$ cat config.mk
export PLATFORM = sky130hd
export DESIGN_NAME = rbhc_top
export DESIGN_NICKNAME = d
export VERILOG_FILES = /design/src/logic/rbhc_pkg.sv /design/src/logic/rbhc_top.sv /design/src/logic/rbhc_fifo.sv
export SDC_FILE = /design/constraint.sdc
export NUM_CORES = 1
export LEC_CHECK = 0
export BUFFER_PORTS_ARGS = -buffer_cell sky130_fd_sc_hd__buf_4
export CAP_MARGIN = 20
export CORE_ASPECT_RATIO = 2
export CORE_MARGIN = 4
export CORE_UTILIZATION = 50
export CTS_CLUSTER_SIZE = 25
export DETAILED_ROUTE_END_ITERATION = 7
export PLACE_DENSITY = 0.67
export SYNTH_ARGS = -nofsm -noshare
export SYNTH_HDL_FRONTEND = slang
export SYNTH_HIERARCHICAL = 1
export SYNTH_SLANG_ARGS = --single-unit
$ cat constraint.sdc
create_clock -name CLOCK -period 3.7 [get_ports CLOCK]
set_input_delay 0.74 -clock CLOCK [delete_from_list [all_inputs] [get_ports CLOCK]]
set_output_delay 0.74 -clock CLOCK [all_outputs]
set_load 0.005 [all_outputs]
$ cat src/logic/rbhc_pkg.sv
`default_nettype none
package rbhc_pkg;
	localparam int DATA_W = 8;
	localparam int FIFO_DEPTH = 8;
	localparam int FIFO_LVL_W = 4;
	localparam int MEM_WORDS = 16;
	localparam int ADDR_W = 4;
	localparam int EV_W = 4;

	// serial link figures
	localparam int SCK_MAX_KHZ = 10000;
	localparam int CLOCK_KHZ = 10000;

	// first byte of a transfer: opcode in [7:4], address or command in [3:0]
	localparam logic [3:0] OP_CFG_WR = 4'h1;
	localparam logic [3:0] OP_CFG_RD = 4'h2;
	localparam logic [3:0] OP_PRG_WR = 4'h3;
	localparam logic [3:0] OP_PRG_RD = 4'h4;
	localparam logic [3:0] OP_TXB_WR = 4'h5;
	localparam logic [3:0] OP_RXB_RD = 4'h6;
	localparam logic [3:0] OP_RXCNT_RD = 4'h7;
	localparam logic [3:0] OP_CMD = 4'h8;
	localparam logic [3:0] OP_STAT_RD = 4'h9;

	localparam logic [3:0] CMD_TRANSMIT = 4'h0;
	localparam logic [3:0] CMD_CLR_IRQ = 4'h1;
	localparam logic [3:0] CMD_STANDBY = 4'h2;
	localparam int CMD_LOAD_BIT = 3;

	// subroutine numbers held in the rom
	localparam logic [2:0] SUB_INIT = 3'h0;
	localparam logic [2:0] SUB_CAL = 3'h1;
	localparam logic [2:0] SUB_SIMPLE = 3'h2;
	localparam logic [2:0] SUB_RX_HDR = 3'h3;
	localparam logic [2:0] SUB_RX_CNT = 3'h4;

	// config memory layout
	localparam logic [3:0] CFG_IRQ_MASK = 4'h0;
	localparam logic [3:0] CFG_CHANNEL = 4'h1;
	localparam logic [3:0] CFG_RATE = 4'h2;
	localparam logic [3:0] CFG_PAYLOAD = 4'h3;
	localparam logic [3:0] CFG_TX_COUNT = 4'h4;
	localparam logic [3:0] CFG_RX_COUNT = 4'h5;
	localparam logic [3:0] CFG_TUNE = 4'h6;
	localparam int PAY_TX_PRESET = 0;
	localparam int TUNE_LSB = 0;
	localparam int TUNE_MSB = 3;

	localparam logic [7:0] DEF_IRQ_MASK = 8'h0f;
	localparam logic [7:0] DEF_TX_COUNT = 8'h08;
	localparam logic [7:0] DEF_RX_COUNT = 8'h08;

	// event bits in the interrupt status
	localparam int EV_SENT = 0;
	localparam int EV_RECV = 1;
	localparam int EV_CAL = 2;
	localparam int EV_INIT = 3;

	typedef enum logic [2:0] {
		ST_STANDBY = 3'b000,
		ST_COPY = 3'b001,
		ST_INIT = 3'b010,
		ST_CAL = 3'b011,
		ST_TX = 3'b100,
		ST_RX = 3'b101
	} rbhc_state_t;

	function automatic logic [7:0] rbhc_cfg_default(input logic [3:0] idx);
		case (idx)
			CFG_IRQ_MASK: return DEF_IRQ_MASK;
			CFG_TX_COUNT: return DEF_TX_COUNT;
			CFG_RX_COUNT: return DEF_RX_COUNT;
			default: return 8'h00;
		endcase
	endfunction

	// word 0 of every image names the subroutine, the rest is its body
	function automatic logic [7:0] rbhc_rom_byte(input logic [2:0] sub, input logic [3:0] idx);
		if (idx == 4'h0) begin
			return {5'h00, sub};
		end
		return {1'b0, sub, idx};
	endfunction
endpackage
`default_nettype wire

$ cat src/logic/rbhc_top.sv
`timescale 1ns/100ps
`default_nettype none
// Summary of operation
// host may write the transmit buffer in every mode
// transmit command sends whole buffer, or preset count, on chosen channel and rate
// received packet: size header gives byte count, or preset count in other subroutine
// interrupt goes high after a received packet is stored
// host can read receive buffer and received byte count
// interrupt clear command from host drops the interrupt
// calibration result lands in the 4-bit oscillator tune field
// config memory readable and writable in standby
// init mode loads config defaults, then raises interrupt
// serial link works at any rate up to 10MHz; the sampled edges here need SCK below a quarter of the 10MHz CLOCK
// power-on reset clears program and config memory
// mask in config memory selects which events drive the interrupt
// rom subroutines copied to program memory and started only on host request
// simple subroutine transmits then returns to standby, oscillator kept on
// receive subroutines put synthesizer in receive and enable receiver
// slave select is active high
// chip enable low holds the device in reset and power down
// interrupt stays high until cleared by command or reset; here it also drops when the host clears the event's bit in the mask
module rbhc_top import rbhc_pkg::*; (
	input wire logic CLOCK,
	input wire logic NRST,
	input wire logic ENABLE,
	input wire logic SS,
	input wire logic SCK,
	input wire logic MOSI,
	output logic MISO,
	output logic MISO_OE,
	output logic IRQ,
	output logic [7:0] TX_DATA,
	output logic TX_VALID,
	input wire logic TX_READY,
	input wire logic [7:0] RX_DATA,
	input wire logic RX_VALID,
	output logic RX_READY,
	output logic CAL_START,
	input wire logic CAL_DONE,
	input wire logic [3:0] CAL_CODE,
	output logic OSC_ON,
	output logic SYNTH_RX,
	output logic RX_ENABLE,
	output logic [7:0] CHANNEL,
	output logic [7:0] RATE,
	output logic [3:0] TUNE
);
	logic [3:0] sync_a;
	logic [3:0] sync_b;
	logic run;
	logic ss_on;
	logic sck_s;
	logic mosi_s;
	logic sck_prev;
	logic sck_rise;
	logic sck_fall;

	logic [2:0] bit_cnt;
	logic [7:0] shift_in;
	logic [7:0] shift_out;
	logic first;
	logic [3:0] op;
	logic [3:0] addr;
	logic byte_done;
	logic data_byte;
	logic [7:0] spi_byte;
	logic [3:0] cur_op;
	logic [3:0] rd_addr;
	logic [7:0] reply;

	logic cmd_hit;
	logic cmd_transmit;
	logic cmd_clr;
	logic cmd_standby;
	logic cmd_load;
	logic tx_start;

	rbhc_state_t state;
	logic [2:0] active_sub;
	logic [3:0] seq;
	logic [7:0] cfg_mem [MEM_WORDS];
	logic [7:0] prg_mem [MEM_WORDS];

	logic tx_push;
	logic tx_in_ready;
	logic tx_out_valid;
	logic [7:0] tx_out_data;
	logic tx_pop;
	logic tx_slot;
	logic tx_more;
	logic tx_done;
	logic [7:0] tx_left;
	logic tx_overrun;

	logic rx_accept;
	logic rx_store;
	logic rx_idle;
	logic rx_done;
	logic rx_pop;
	logic rx_out_valid;
	logic [7:0] rx_out_data;
	logic [FIFO_LVL_W-1:0] rx_level;
	logic [7:0] rx_target;
	logic [7:0] rx_byte_count;
	logic [7:0] cnt_base;
	logic [7:0] target_now;
	logic [7:0] next_count;

	logic init_done;
	logic cal_done;
	logic [EV_W-1:0] events;
	logic [EV_W-1:0] irq_status;

	// pins come from the host's domain
	always_ff @(posedge CLOCK or negedge NRST) begin
		if (!NRST) begin
			sync_a <= 4'h0;
			sync_b <= 4'h0;
			sck_prev <= 1'b0;
		end else begin
			sync_a <= {ENABLE, SS, SCK, MOSI};
			sync_b <= sync_a;
			sck_prev <= sync_b[1];
		end
	end

	assign run = sync_b[3];
	assign ss_on = sync_b[2];
	assign sck_s = sync_b[1];
	assign mosi_s = sync_b[0];
	// edges are found by sampling, so the serial clock must stay below a quarter of CLOCK
	assign sck_rise = sck_s & ~sck_prev;
	assign sck_fall = ~sck_s & sck_prev;

	assign spi_byte = {shift_in[6:0], mosi_s};
	assign byte_done = run & ss_on & sck_rise & (bit_cnt == 3'h7);
	assign data_byte = byte_done & ~first;
	assign cur_op = first ? spi_byte[7:4] : op;
	assign rd_addr = first ? spi_byte[3:0] : addr + 4'h1;

	assign cmd_hit = byte_done & first & (spi_byte[7:4] == OP_CMD);
	assign cmd_transmit = cmd_hit & (spi_byte[3:0] == CMD_TRANSMIT);
	assign cmd_clr = cmd_hit & (spi_byte[3:0] == CMD_CLR_IRQ);
	assign cmd_standby = cmd_hit & (spi_byte[3:0] == CMD_STANDBY);
	assign cmd_load = cmd_hit & spi_byte[CMD_LOAD_BIT];

	always_comb begin
		reply = 8'h00;
		if (cur_op == OP_CFG_RD) begin
			if (state == ST_STANDBY) begin
				reply = cfg_mem[rd_addr];
			end
		end else if (cur_op == OP_PRG_RD) begin
			reply = prg_mem[rd_addr];
		end else if (cur_op == OP_RXB_RD) begin
			reply = rx_out_valid ? rx_out_data : 8'h00;
		end else if (cur_op == OP_RXCNT_RD) begin
			reply = rx_byte_count;
		end else if (cur_op == OP_STAT_RD) begin
			reply = {3'h0, tx_overrun, irq_status};
		end
	end

	// mode 0 framing: sample on rising, shift out on falling
	always_ff @(posedge CLOCK or negedge NRST) begin
		if (!NRST) begin
			bit_cnt <= 3'h0;
			shift_in <= 8'h00;
			shift_out <= 8'h00;
			first <= 1'b1;
			op <= 4'h0;
			addr <= 4'h0;
			MISO <= 1'b0;
			MISO_OE <= 1'b0;
		end else begin
			MISO_OE <= run & ss_on;
			if (!run || !ss_on) begin
				bit_cnt <= 3'h0;
				first <= 1'b1;
				MISO <= 1'b0;
			end else begin
				if (sck_rise) begin
					shift_in <= spi_byte;
					bit_cnt <= bit_cnt + 3'h1;
				end
				if (byte_done) begin
					first <= 1'b0;
					shift_out <= reply;
					addr <= rd_addr;
					if (first) begin
						op <= spi_byte[7:4];
					end
				end else if (sck_fall) begin
					MISO <= shift_out[7];
					shift_out <= {shift_out[6:0], 1'b0};
				end
			end
		end
	end

	assign tx_start = cmd_transmit & ((state == ST_RX) | (state == ST_STANDBY && active_sub == SUB_SIMPLE));

	always_ff @(posedge CLOCK or negedge NRST) begin
		if (!NRST) begin
			state <= ST_STANDBY;
			active_sub <= SUB_INIT;
			seq <= 4'h0;
			OSC_ON <= 1'b0;
			CAL_START <= 1'b0;
		end else if (!run) begin
			state <= ST_STANDBY;
			active_sub <= SUB_INIT;
			seq <= 4'h0;
			OSC_ON <= 1'b0;
			CAL_START <= 1'b0;
		end else begin
			CAL_START <= 1'b0;
			case (state)
				ST_STANDBY: begin
					if (cmd_load) begin
						state <= ST_COPY;
						seq <= 4'h0;
						active_sub <= spi_byte[2:0];
					end else if (tx_start) begin
						state <= ST_TX;
					end
				end
				ST_COPY: begin
					seq <= seq + 4'h1;
					if (seq == 4'hf) begin
						seq <= 4'h0;
						// the copied image, not the command, decides what runs
						active_sub <= prg_mem[0][2:0];
						case (prg_mem[0][2:0])
							SUB_INIT: state <= ST_INIT;
							SUB_CAL: begin
								state <= ST_CAL;
								CAL_START <= 1'b1;
							end
							SUB_SIMPLE: begin
								state <= ST_STANDBY;
								OSC_ON <= 1'b1;
							end
							SUB_RX_HDR, SUB_RX_CNT: begin
								state <= ST_RX;
								OSC_ON <= 1'b1;
							end
							default: state <= ST_STANDBY;
						endcase
					end
				end
				ST_INIT: begin
					seq <= seq + 4'h1;
					if (seq == 4'hf) begin
						state <= ST_STANDBY;
					end
				end
				ST_CAL: begin
					if (CAL_DONE) begin
						state <= ST_STANDBY;
					end
				end
				ST_TX: begin
					if (tx_done) begin
						// oscillator stays running so the next send starts fast
						state <= (active_sub == SUB_SIMPLE) ? ST_STANDBY : ST_RX;
					end
				end
				ST_RX: begin
					if (cmd_load) begin
						state <= ST_COPY;
						seq <= 4'h0;
						active_sub <= spi_byte[2:0];
					end else if (tx_start) begin
						state <= ST_TX;
					end else if (cmd_standby) begin
						state <= ST_STANDBY;
						OSC_ON <= 1'b0;
					end
				end
				default: state <= ST_STANDBY;
			endcase
		end
	end

	assign init_done = (state == ST_INIT) & (seq == 4'hf);
	assign cal_done = (state == ST_CAL) & CAL_DONE;

	always_ff @(posedge CLOCK or negedge NRST) begin
		if (!NRST) begin
			for (int i = 0; i < MEM_WORDS; i++) begin
				cfg_mem[i] <= 8'h00;
			end
		end else if (!run) begin
			for (int i = 0; i < MEM_WORDS; i++) begin
				cfg_mem[i] <= 8'h00;
			end
		end else begin
			if (state == ST_INIT) begin
				cfg_mem[seq] <= rbhc_cfg_default(seq);
			end else if (data_byte && op == OP_CFG_WR && state == ST_STANDBY) begin
				cfg_mem[addr] <= spi_byte;
			end
			if (cal_done) begin
				cfg_mem[CFG_TUNE][TUNE_MSB:TUNE_LSB] <= CAL_CODE;
			end
		end
	end

	always_ff @(posedge CLOCK or negedge NRST) begin
		if (!NRST) begin
			for (int i = 0; i < MEM_WORDS; i++) begin
				prg_mem[i] <= 8'h00;
			end
		end else if (!run) begin
			for (int i = 0; i < MEM_WORDS; i++) begin
				prg_mem[i] <= 8'h00;
			end
		end else if (state == ST_COPY) begin
			prg_mem[seq] <= rbhc_rom_byte(active_sub, seq);
		end else if (data_byte && op == OP_PRG_WR && state == ST_STANDBY) begin
			prg_mem[addr] <= spi_byte;
		end
	end

	// transmit path
	assign tx_push = data_byte & (op == OP_TXB_WR);
	assign tx_more = ~cfg_mem[CFG_PAYLOAD][PAY_TX_PRESET] | (tx_left != 8'h00);
	assign tx_slot = (state == ST_TX) & (~TX_VALID | TX_READY);
	assign tx_pop = tx_slot & tx_out_valid & tx_more;
	assign tx_done = tx_slot & ~(tx_out_valid & tx_more);

	rbhc_fifo #(.WIDTH(DATA_W), .DEPTH(FIFO_DEPTH)) tx_fifo (
		.clk(CLOCK),
		.nrst(NRST),
		.clr(~run),
		.in_valid(tx_push),
		.in_ready(tx_in_ready),
		.in_data(spi_byte),
		.out_valid(tx_out_valid),
		.out_ready(tx_pop),
		.out_data(tx_out_data),
		.level()
	);

	always_ff @(posedge CLOCK or negedge NRST) begin
		if (!NRST) begin
			TX_VALID <= 1'b0;
			TX_DATA <= 8'h00;
			tx_left <= 8'h00;
			tx_overrun <= 1'b0;
		end else if (!run) begin
			TX_VALID <= 1'b0;
			TX_DATA <= 8'h00;
			tx_left <= 8'h00;
			tx_overrun <= 1'b0;
		end else begin
			if (tx_start) begin
				tx_left <= cfg_mem[CFG_TX_COUNT];
			end else if (tx_pop) begin
				tx_left <= tx_left - 8'h01;
			end
			if (tx_slot) begin
				TX_VALID <= tx_pop;
				if (tx_pop) begin
					TX_DATA <= tx_out_data;
				end
			end
			// the serial link cannot stall, so a byte into a full buffer is lost and flagged
			if (tx_push && !tx_in_ready) begin
				tx_overrun <= 1'b1;
			end else if (cmd_clr) begin
				tx_overrun <= 1'b0;
			end
		end
	end

	// receive path
	assign rx_accept = RX_VALID & RX_READY;
	assign rx_store = rx_accept & ~(rx_idle & (active_sub == SUB_RX_HDR));
	assign cnt_base = rx_idle ? 8'h00 : rx_byte_count;
	assign target_now = !rx_idle ? rx_target : (active_sub == SUB_RX_HDR) ? RX_DATA : cfg_mem[CFG_RX_COUNT];
	assign next_count = rx_store ? cnt_base + 8'h01 : cnt_base;
	assign rx_done = rx_accept & (next_count >= target_now);
	assign rx_pop = byte_done & (cur_op == OP_RXB_RD) & rx_out_valid;

	rbhc_fifo #(.WIDTH(DATA_W), .DEPTH(FIFO_DEPTH)) rx_fifo (
		.clk(CLOCK),
		.nrst(NRST),
		.clr(~run),
		.in_valid(rx_store),
		.in_ready(),
		.in_data(RX_DATA),
		.out_valid(rx_out_valid),
		.out_ready(rx_pop),
		.out_data(rx_out_data),
		.level(rx_level)
	);

	always_ff @(posedge CLOCK or negedge NRST) begin
		if (!NRST) begin
			RX_READY <= 1'b0;
			rx_idle <= 1'b1;
			rx_target <= 8'h00;
			rx_byte_count <= 8'h00;
		end else if (!run) begin
			RX_READY <= 1'b0;
			rx_idle <= 1'b1;
			rx_target <= 8'h00;
			rx_byte_count <= 8'h00;
		end else begin
			// one idle cycle after each byte keeps the level check exact despite the register
			RX_READY <= (state == ST_RX) & ~rx_accept & (rx_level <= FIFO_LVL_W'(FIFO_DEPTH - 2));
			if (state != ST_RX) begin
				rx_idle <= 1'b1;
			end else if (rx_accept) begin
				rx_byte_count <= next_count;
				rx_target <= target_now;
				rx_idle <= rx_done;
			end
		end
	end

	// events and interrupt
	assign events = {init_done, cal_done, rx_done, tx_done};

	always_ff @(posedge CLOCK or negedge NRST) begin
		if (!NRST) begin
			irq_status <= '0;
			IRQ <= 1'b0;
		end else if (!run) begin
			irq_status <= '0;
			IRQ <= 1'b0;
		end else begin
			// a new event in the clearing cycle survives the clear
			irq_status <= (cmd_clr ? '0 : irq_status) | events; // see see see
			IRQ <= |(irq_status & cfg_mem[CFG_IRQ_MASK][EV_W-1:0]);
		end
	end

	// radio control straight from registers
	always_ff @(posedge CLOCK or negedge NRST) begin
		if (!NRST) begin
			SYNTH_RX <= 1'b0;
			RX_ENABLE <= 1'b0;
			CHANNEL <= 8'h00;
			RATE <= 8'h00;
			TUNE <= 4'h0;
		end else begin
			// drops with the oscillator on standby, never a cycle after it
			SYNTH_RX <= run & (state == ST_RX) & ~cmd_standby;
			RX_ENABLE <= run & (state == ST_RX) & ~cmd_standby;
			CHANNEL <= cfg_mem[CFG_CHANNEL];
			RATE <= cfg_mem[CFG_RATE];
			TUNE <= cfg_mem[CFG_TUNE][TUNE_MSB:TUNE_LSB];
		end
	end
endmodule
`default_nettype wire

$ cat src/logic/rbhc_fifo.sv
`timescale 1ns/100ps
`default_nettype none
// depth must be a power of two, the pointers wrap freely
module rbhc_fifo #(
	parameter int WIDTH = 8,
	parameter int DEPTH = 8
) (
	input wire logic clk,
	input wire logic nrst,
	input wire logic clr,
	input wire logic in_valid,
	output logic in_ready,
	input wire logic [WIDTH-1:0] in_data,
	output logic out_valid,
	input wire logic out_ready,
	output logic [WIDTH-1:0] out_data,
	output logic [$clog2(DEPTH):0] level
);
	localparam int AW = $clog2(DEPTH);
	logic [WIDTH-1:0] mem [DEPTH];
	logic [AW-1:0] wr_ptr;
	logic [AW-1:0] rd_ptr;
	logic push;
	logic pop;

	assign in_ready = level != (AW+1)'(DEPTH);
	assign out_valid = level != '0;
	assign out_data = mem[rd_ptr];
	assign push = in_valid & in_ready;
	assign pop = out_valid & out_ready;

	always_ff @(posedge clk) begin
		if (push) begin
			mem[wr_ptr] <= in_data;
		end
	end

	always_ff @(posedge clk or negedge nrst) begin
		if (!nrst) begin
			wr_ptr <= '0;
			rd_ptr <= '0;
			level <= '0;
		end else if (clr) begin
			wr_ptr <= '0;
			rd_ptr <= '0;
			level <= '0;
		end else begin
			if (push) begin
				wr_ptr <= wr_ptr + 1'b1;
			end
			if (pop) begin
				rd_ptr <= rd_ptr + 1'b1;
			end
			case ({push, pop})
				2'b10: level <= level + 1'b1;
				2'b01: level <= level - 1'b1;
				default: level <= level;
			endcase
		end
	end
endmodule
`default_nettype wire

==> impl_metrics.tcl <==
set metrics [dict create \
    critPathLaunchType "flop" \
    synth_most_common_cell "nand2_1" \
    crit_arrival_ns 4.08 \
    clockRootBuffer "clkbuf_16" \
    place.gp.congestion 0.998 \
    antenna_found_initial 3 \
    dieHeight_um 339 \
    final_antenna_net_count 0 \
    async_flop_share_pct 75.2 \
    final_util_pct 56.5 \
    final_area_sq_um 30700 \
    clk_path_buf_depth 3 \
    crit_buf_inv 1 \
    grt_start_max_net_pins 75 \
    crit_required_ns 4.23 \
    multi_input_area_sq_um 12700 \
    synth_cells 2807 \
    synthTopCellsByCount "416 x nand2_1, 386 x dfrtp_1, 325 x o21ai_0" \
    dieArea_sq_um 58700 \
    cts_buffers 48 \
    post_cts_buffers 0 \
    cpMaxStageDelayCell "o21a_1" \
    synth.yosys.seq_area_share_pct 49.6 \
    synth_area_sq_um 27400 \
    endpoint_kind "flop" \
    vias 24195 \
    syn_area_per_cell_sq_um 9.75 \
    synthesis.nets 2856 \
    rr_endpoint "shift_out[2]$_DFFE_PN0P_" \
    dominantRegCellSynth "dfrtp_1" \
    num-fill-cells 4766 \
    cap_violations 0 \
    die_x_um 173 \
    io_buffer_count 57 \
    critPathCapture "shift_out[2]$_DFFE_PN0P_" \
    crit_chain "buf_4, ha_1, xnor2_1, o21a_1, and2_1, o311ai_0, o31a_1, a221oi_2" \
    path_clk_slew_ns 0.07 \
    htreeDepth 2 \
    clkLatencyLatePin_ns 0.62 \
    slew_viol_final 0 \
    crit_start "addr[0]$_DFFE_PN0P_" \
    io_pins 58 \
    viasPerCell 6.79 \
    r2r_slack_ns 0.15 \
    cts-resized-gates 0 \
    ys_ff_latch 516 \
    crit_path_max_fanout 16 \
    wl_per_cell_um 32.3 \
    cts_tree "yes" \
    synth_edf_count 128 \
    seq_area_sq_um 13600 \
    path_depth 8 \
    initial_utilization_pct 50.3 \
    fin_crit_ns 3.55 \
    gr-usage-all-layers_pct 38.4 \
    skew_ns 0.0323 \
    final_layout_size_suffix_gt1_share_pct 14.8 \
    dr.first_iter.drc_count 2692 \
    worstMarginPinSlew_ns 1.17 \
    cellPowerDensity_nw_per_um2 487 \
    yosys_warnings 6 \
    rsz0062_at_grt "no" \
    setup_viol 0 \
    areaGrowthSynthToFinish_pct 12.2 \
    status "completed" \
    grt_pass1_wl_um 167000 \
    yosys.area.top_type_share_pct 35.3 \
    routed_wl_um 115000 \
    peakVddDrop_v 0.000427 \
    grt_pass1_vias 24625 \
    ys_top_cells_by_area "dfrtp_1 35%, edfxtp_1 14%, o21ai_0 5.9%" \
    power.total_mw 14.9 \
    final_hold_viol_count 0 \
    nets 2897 \
    p_leak_nw 12.2 \
    r2r_start "addr[0]$_DFFE_PN0P_" \
    finalCritPeriodShare_pct 96.0 \
    overflow 0 \
    slew_headroom_pct 21.9 \
    cts_sinks 516 \
    ys_types 97 \
    hold_path_class "primary input to asynchronous set/reset pin" \
    place_area_sq_um 29000 \
    hold_buffers 0 \
    coreArea_sq_um 54400 \
    crit_family "compound AO/OA/AOI/OAI gates" \
    slowest_delay_ns 0.93 \
    yosys.area.top_type "dfrtp_1" \
    setup_tns_ns 0 \
    fmax_mhz 282 \
    dpl.hpwl_um 83100 \
    dr.pass1.iters 6 \
    drc_errors 0 \
    critPathKind "flop to flop" \
    row_count 121 \
    reg2reg_depth 8 \
]
## report_power, final
group	internal (mW)	leakage (nW)	switching (mW)	total (mW)
logic	0.890	4.87	2.27	3.16
clock network	3.23	0.840	2.34	5.57
registers	6.00	6.48	0.221	6.22
## registers in the layout, summed over array words and instances (netlist names), 7 cells and up
signal / flops
CHANNEL: 8
cfg_mem: 128
RATE: 8
rx_target: 8
TX_DATA: 8
shift_out: 8
tx_left: 8
shift_in: 7
tx_fifo/mem: 64
rx_fifo/mem: 64
prg_mem: 128
rx_byte_count: 8
## worst register-to-register path: cells and delay by family, from the launching register on
kind            cells  cell delay [ns]
xor+xnor            1             0.20
flops               1             0.41
simple gates        1             0.37
fa+ha+maj           1             0.42
compound gates      4             1.75
buf+inv             1             0.31
## cells by family after synthesis
| group | count (synthesis) | share of synthesized area (%) |
|---|---|---|
| simple gates | 859 | 14.2 |
| compound gates | 1021 | 24.5 |
| xor+xnor | 26 | 0.832 |
| flops | 516 | 49.6 |
| fa+ha+maj | 28 | 1.28 |
| buf+inv | 255 | 4.25 |
| mux | 102 | 5.43 |
## placed cells by master, fill, tap and decap left out, types with 28 or more instances in the layout
master,n
nand2_1,415
clkbuf_16,48
mux2_2,35
nand2b_1,33
nand3_1,37
o221ai_1,29
o211ai_1,46
nor2_1,164
o31ai_1,33
nor2b_1,30
mux2i_1,31
dfrtp_1,383
ha_1,28
nor3_1,55
a211oi_1,35
o21ai_0,325
and2_1,32
edfxtp_1,128
a21oi_1,224
mux4_2,32
o22ai_1,28
o21a_1,31
o22a_1,58
buf_4,198
## per-layer routing
| layer | part of all wire (%) | GRT usage [%] | up-vias |
|---|---|---|---|
| met5 | 0.034 | 0 | - |
| met4 | 11 | 34.6 | 4 |
| met3 | 6.7 | 6.47 | 542 |
| met1 | 32 | 38.8 | 11898 |
| li1 | - | - | 10437 |
| met2 | 50 | 66.9 | 1314 |
## area by class of cell
cell class / count / share of cell area (%)
multi-input combinational: 2036 / 41.2
clock inverter: 25 / 1.39
clock buffer: 62 / 4.28
tap: 676 / 2.75
inverter: 33 / 0.403
sequential: 516 / 44.2
timing repair buffer: 213 / 5.75
antenna: 1 / 0.00815
## worst min-delay path by stage
stage	from	cells past startpoint	to	slack [ns]
6_report	NRST	1	TX_DATA[1]$_DFFE_PN0P_	0.08
5_1_grt	NRST	1	sync_b[3]$_DFF_PN0_	0.13
3_5_place_dp	sync_a[2]$_DFF_PN0_	0	sync_b[2]$_DFF_PN0_	0.34
4_1_cts	NRST	1	sync_b[3]$_DFF_PN0_	0.09
2_1_floorplan	sync_a[0]$_DFF_PN0_	0	sync_b[0]$_DFF_PN0_	0.33
3_3_place_gp	sync_a[0]$_DFF_PN0_	0	sync_b[0]$_DFF_PN0_	0.34
## stage by stage
stage / hold WS, ns / instances / setup slack, ns
after global placement: 0.344 / 3473 / 0.335
after detailed placement: 0.338 / 3473 / 0.334
after global routing: 0.129 / 3561 / 0.0593
final: 0.0835 / 3562 / 0.150
after CTS: 0.0944 / 3560 / 0.299
after floorplan: 0.331 / 2807 / 0.437
Note: power is estimated with default switching activity, not from simulation.
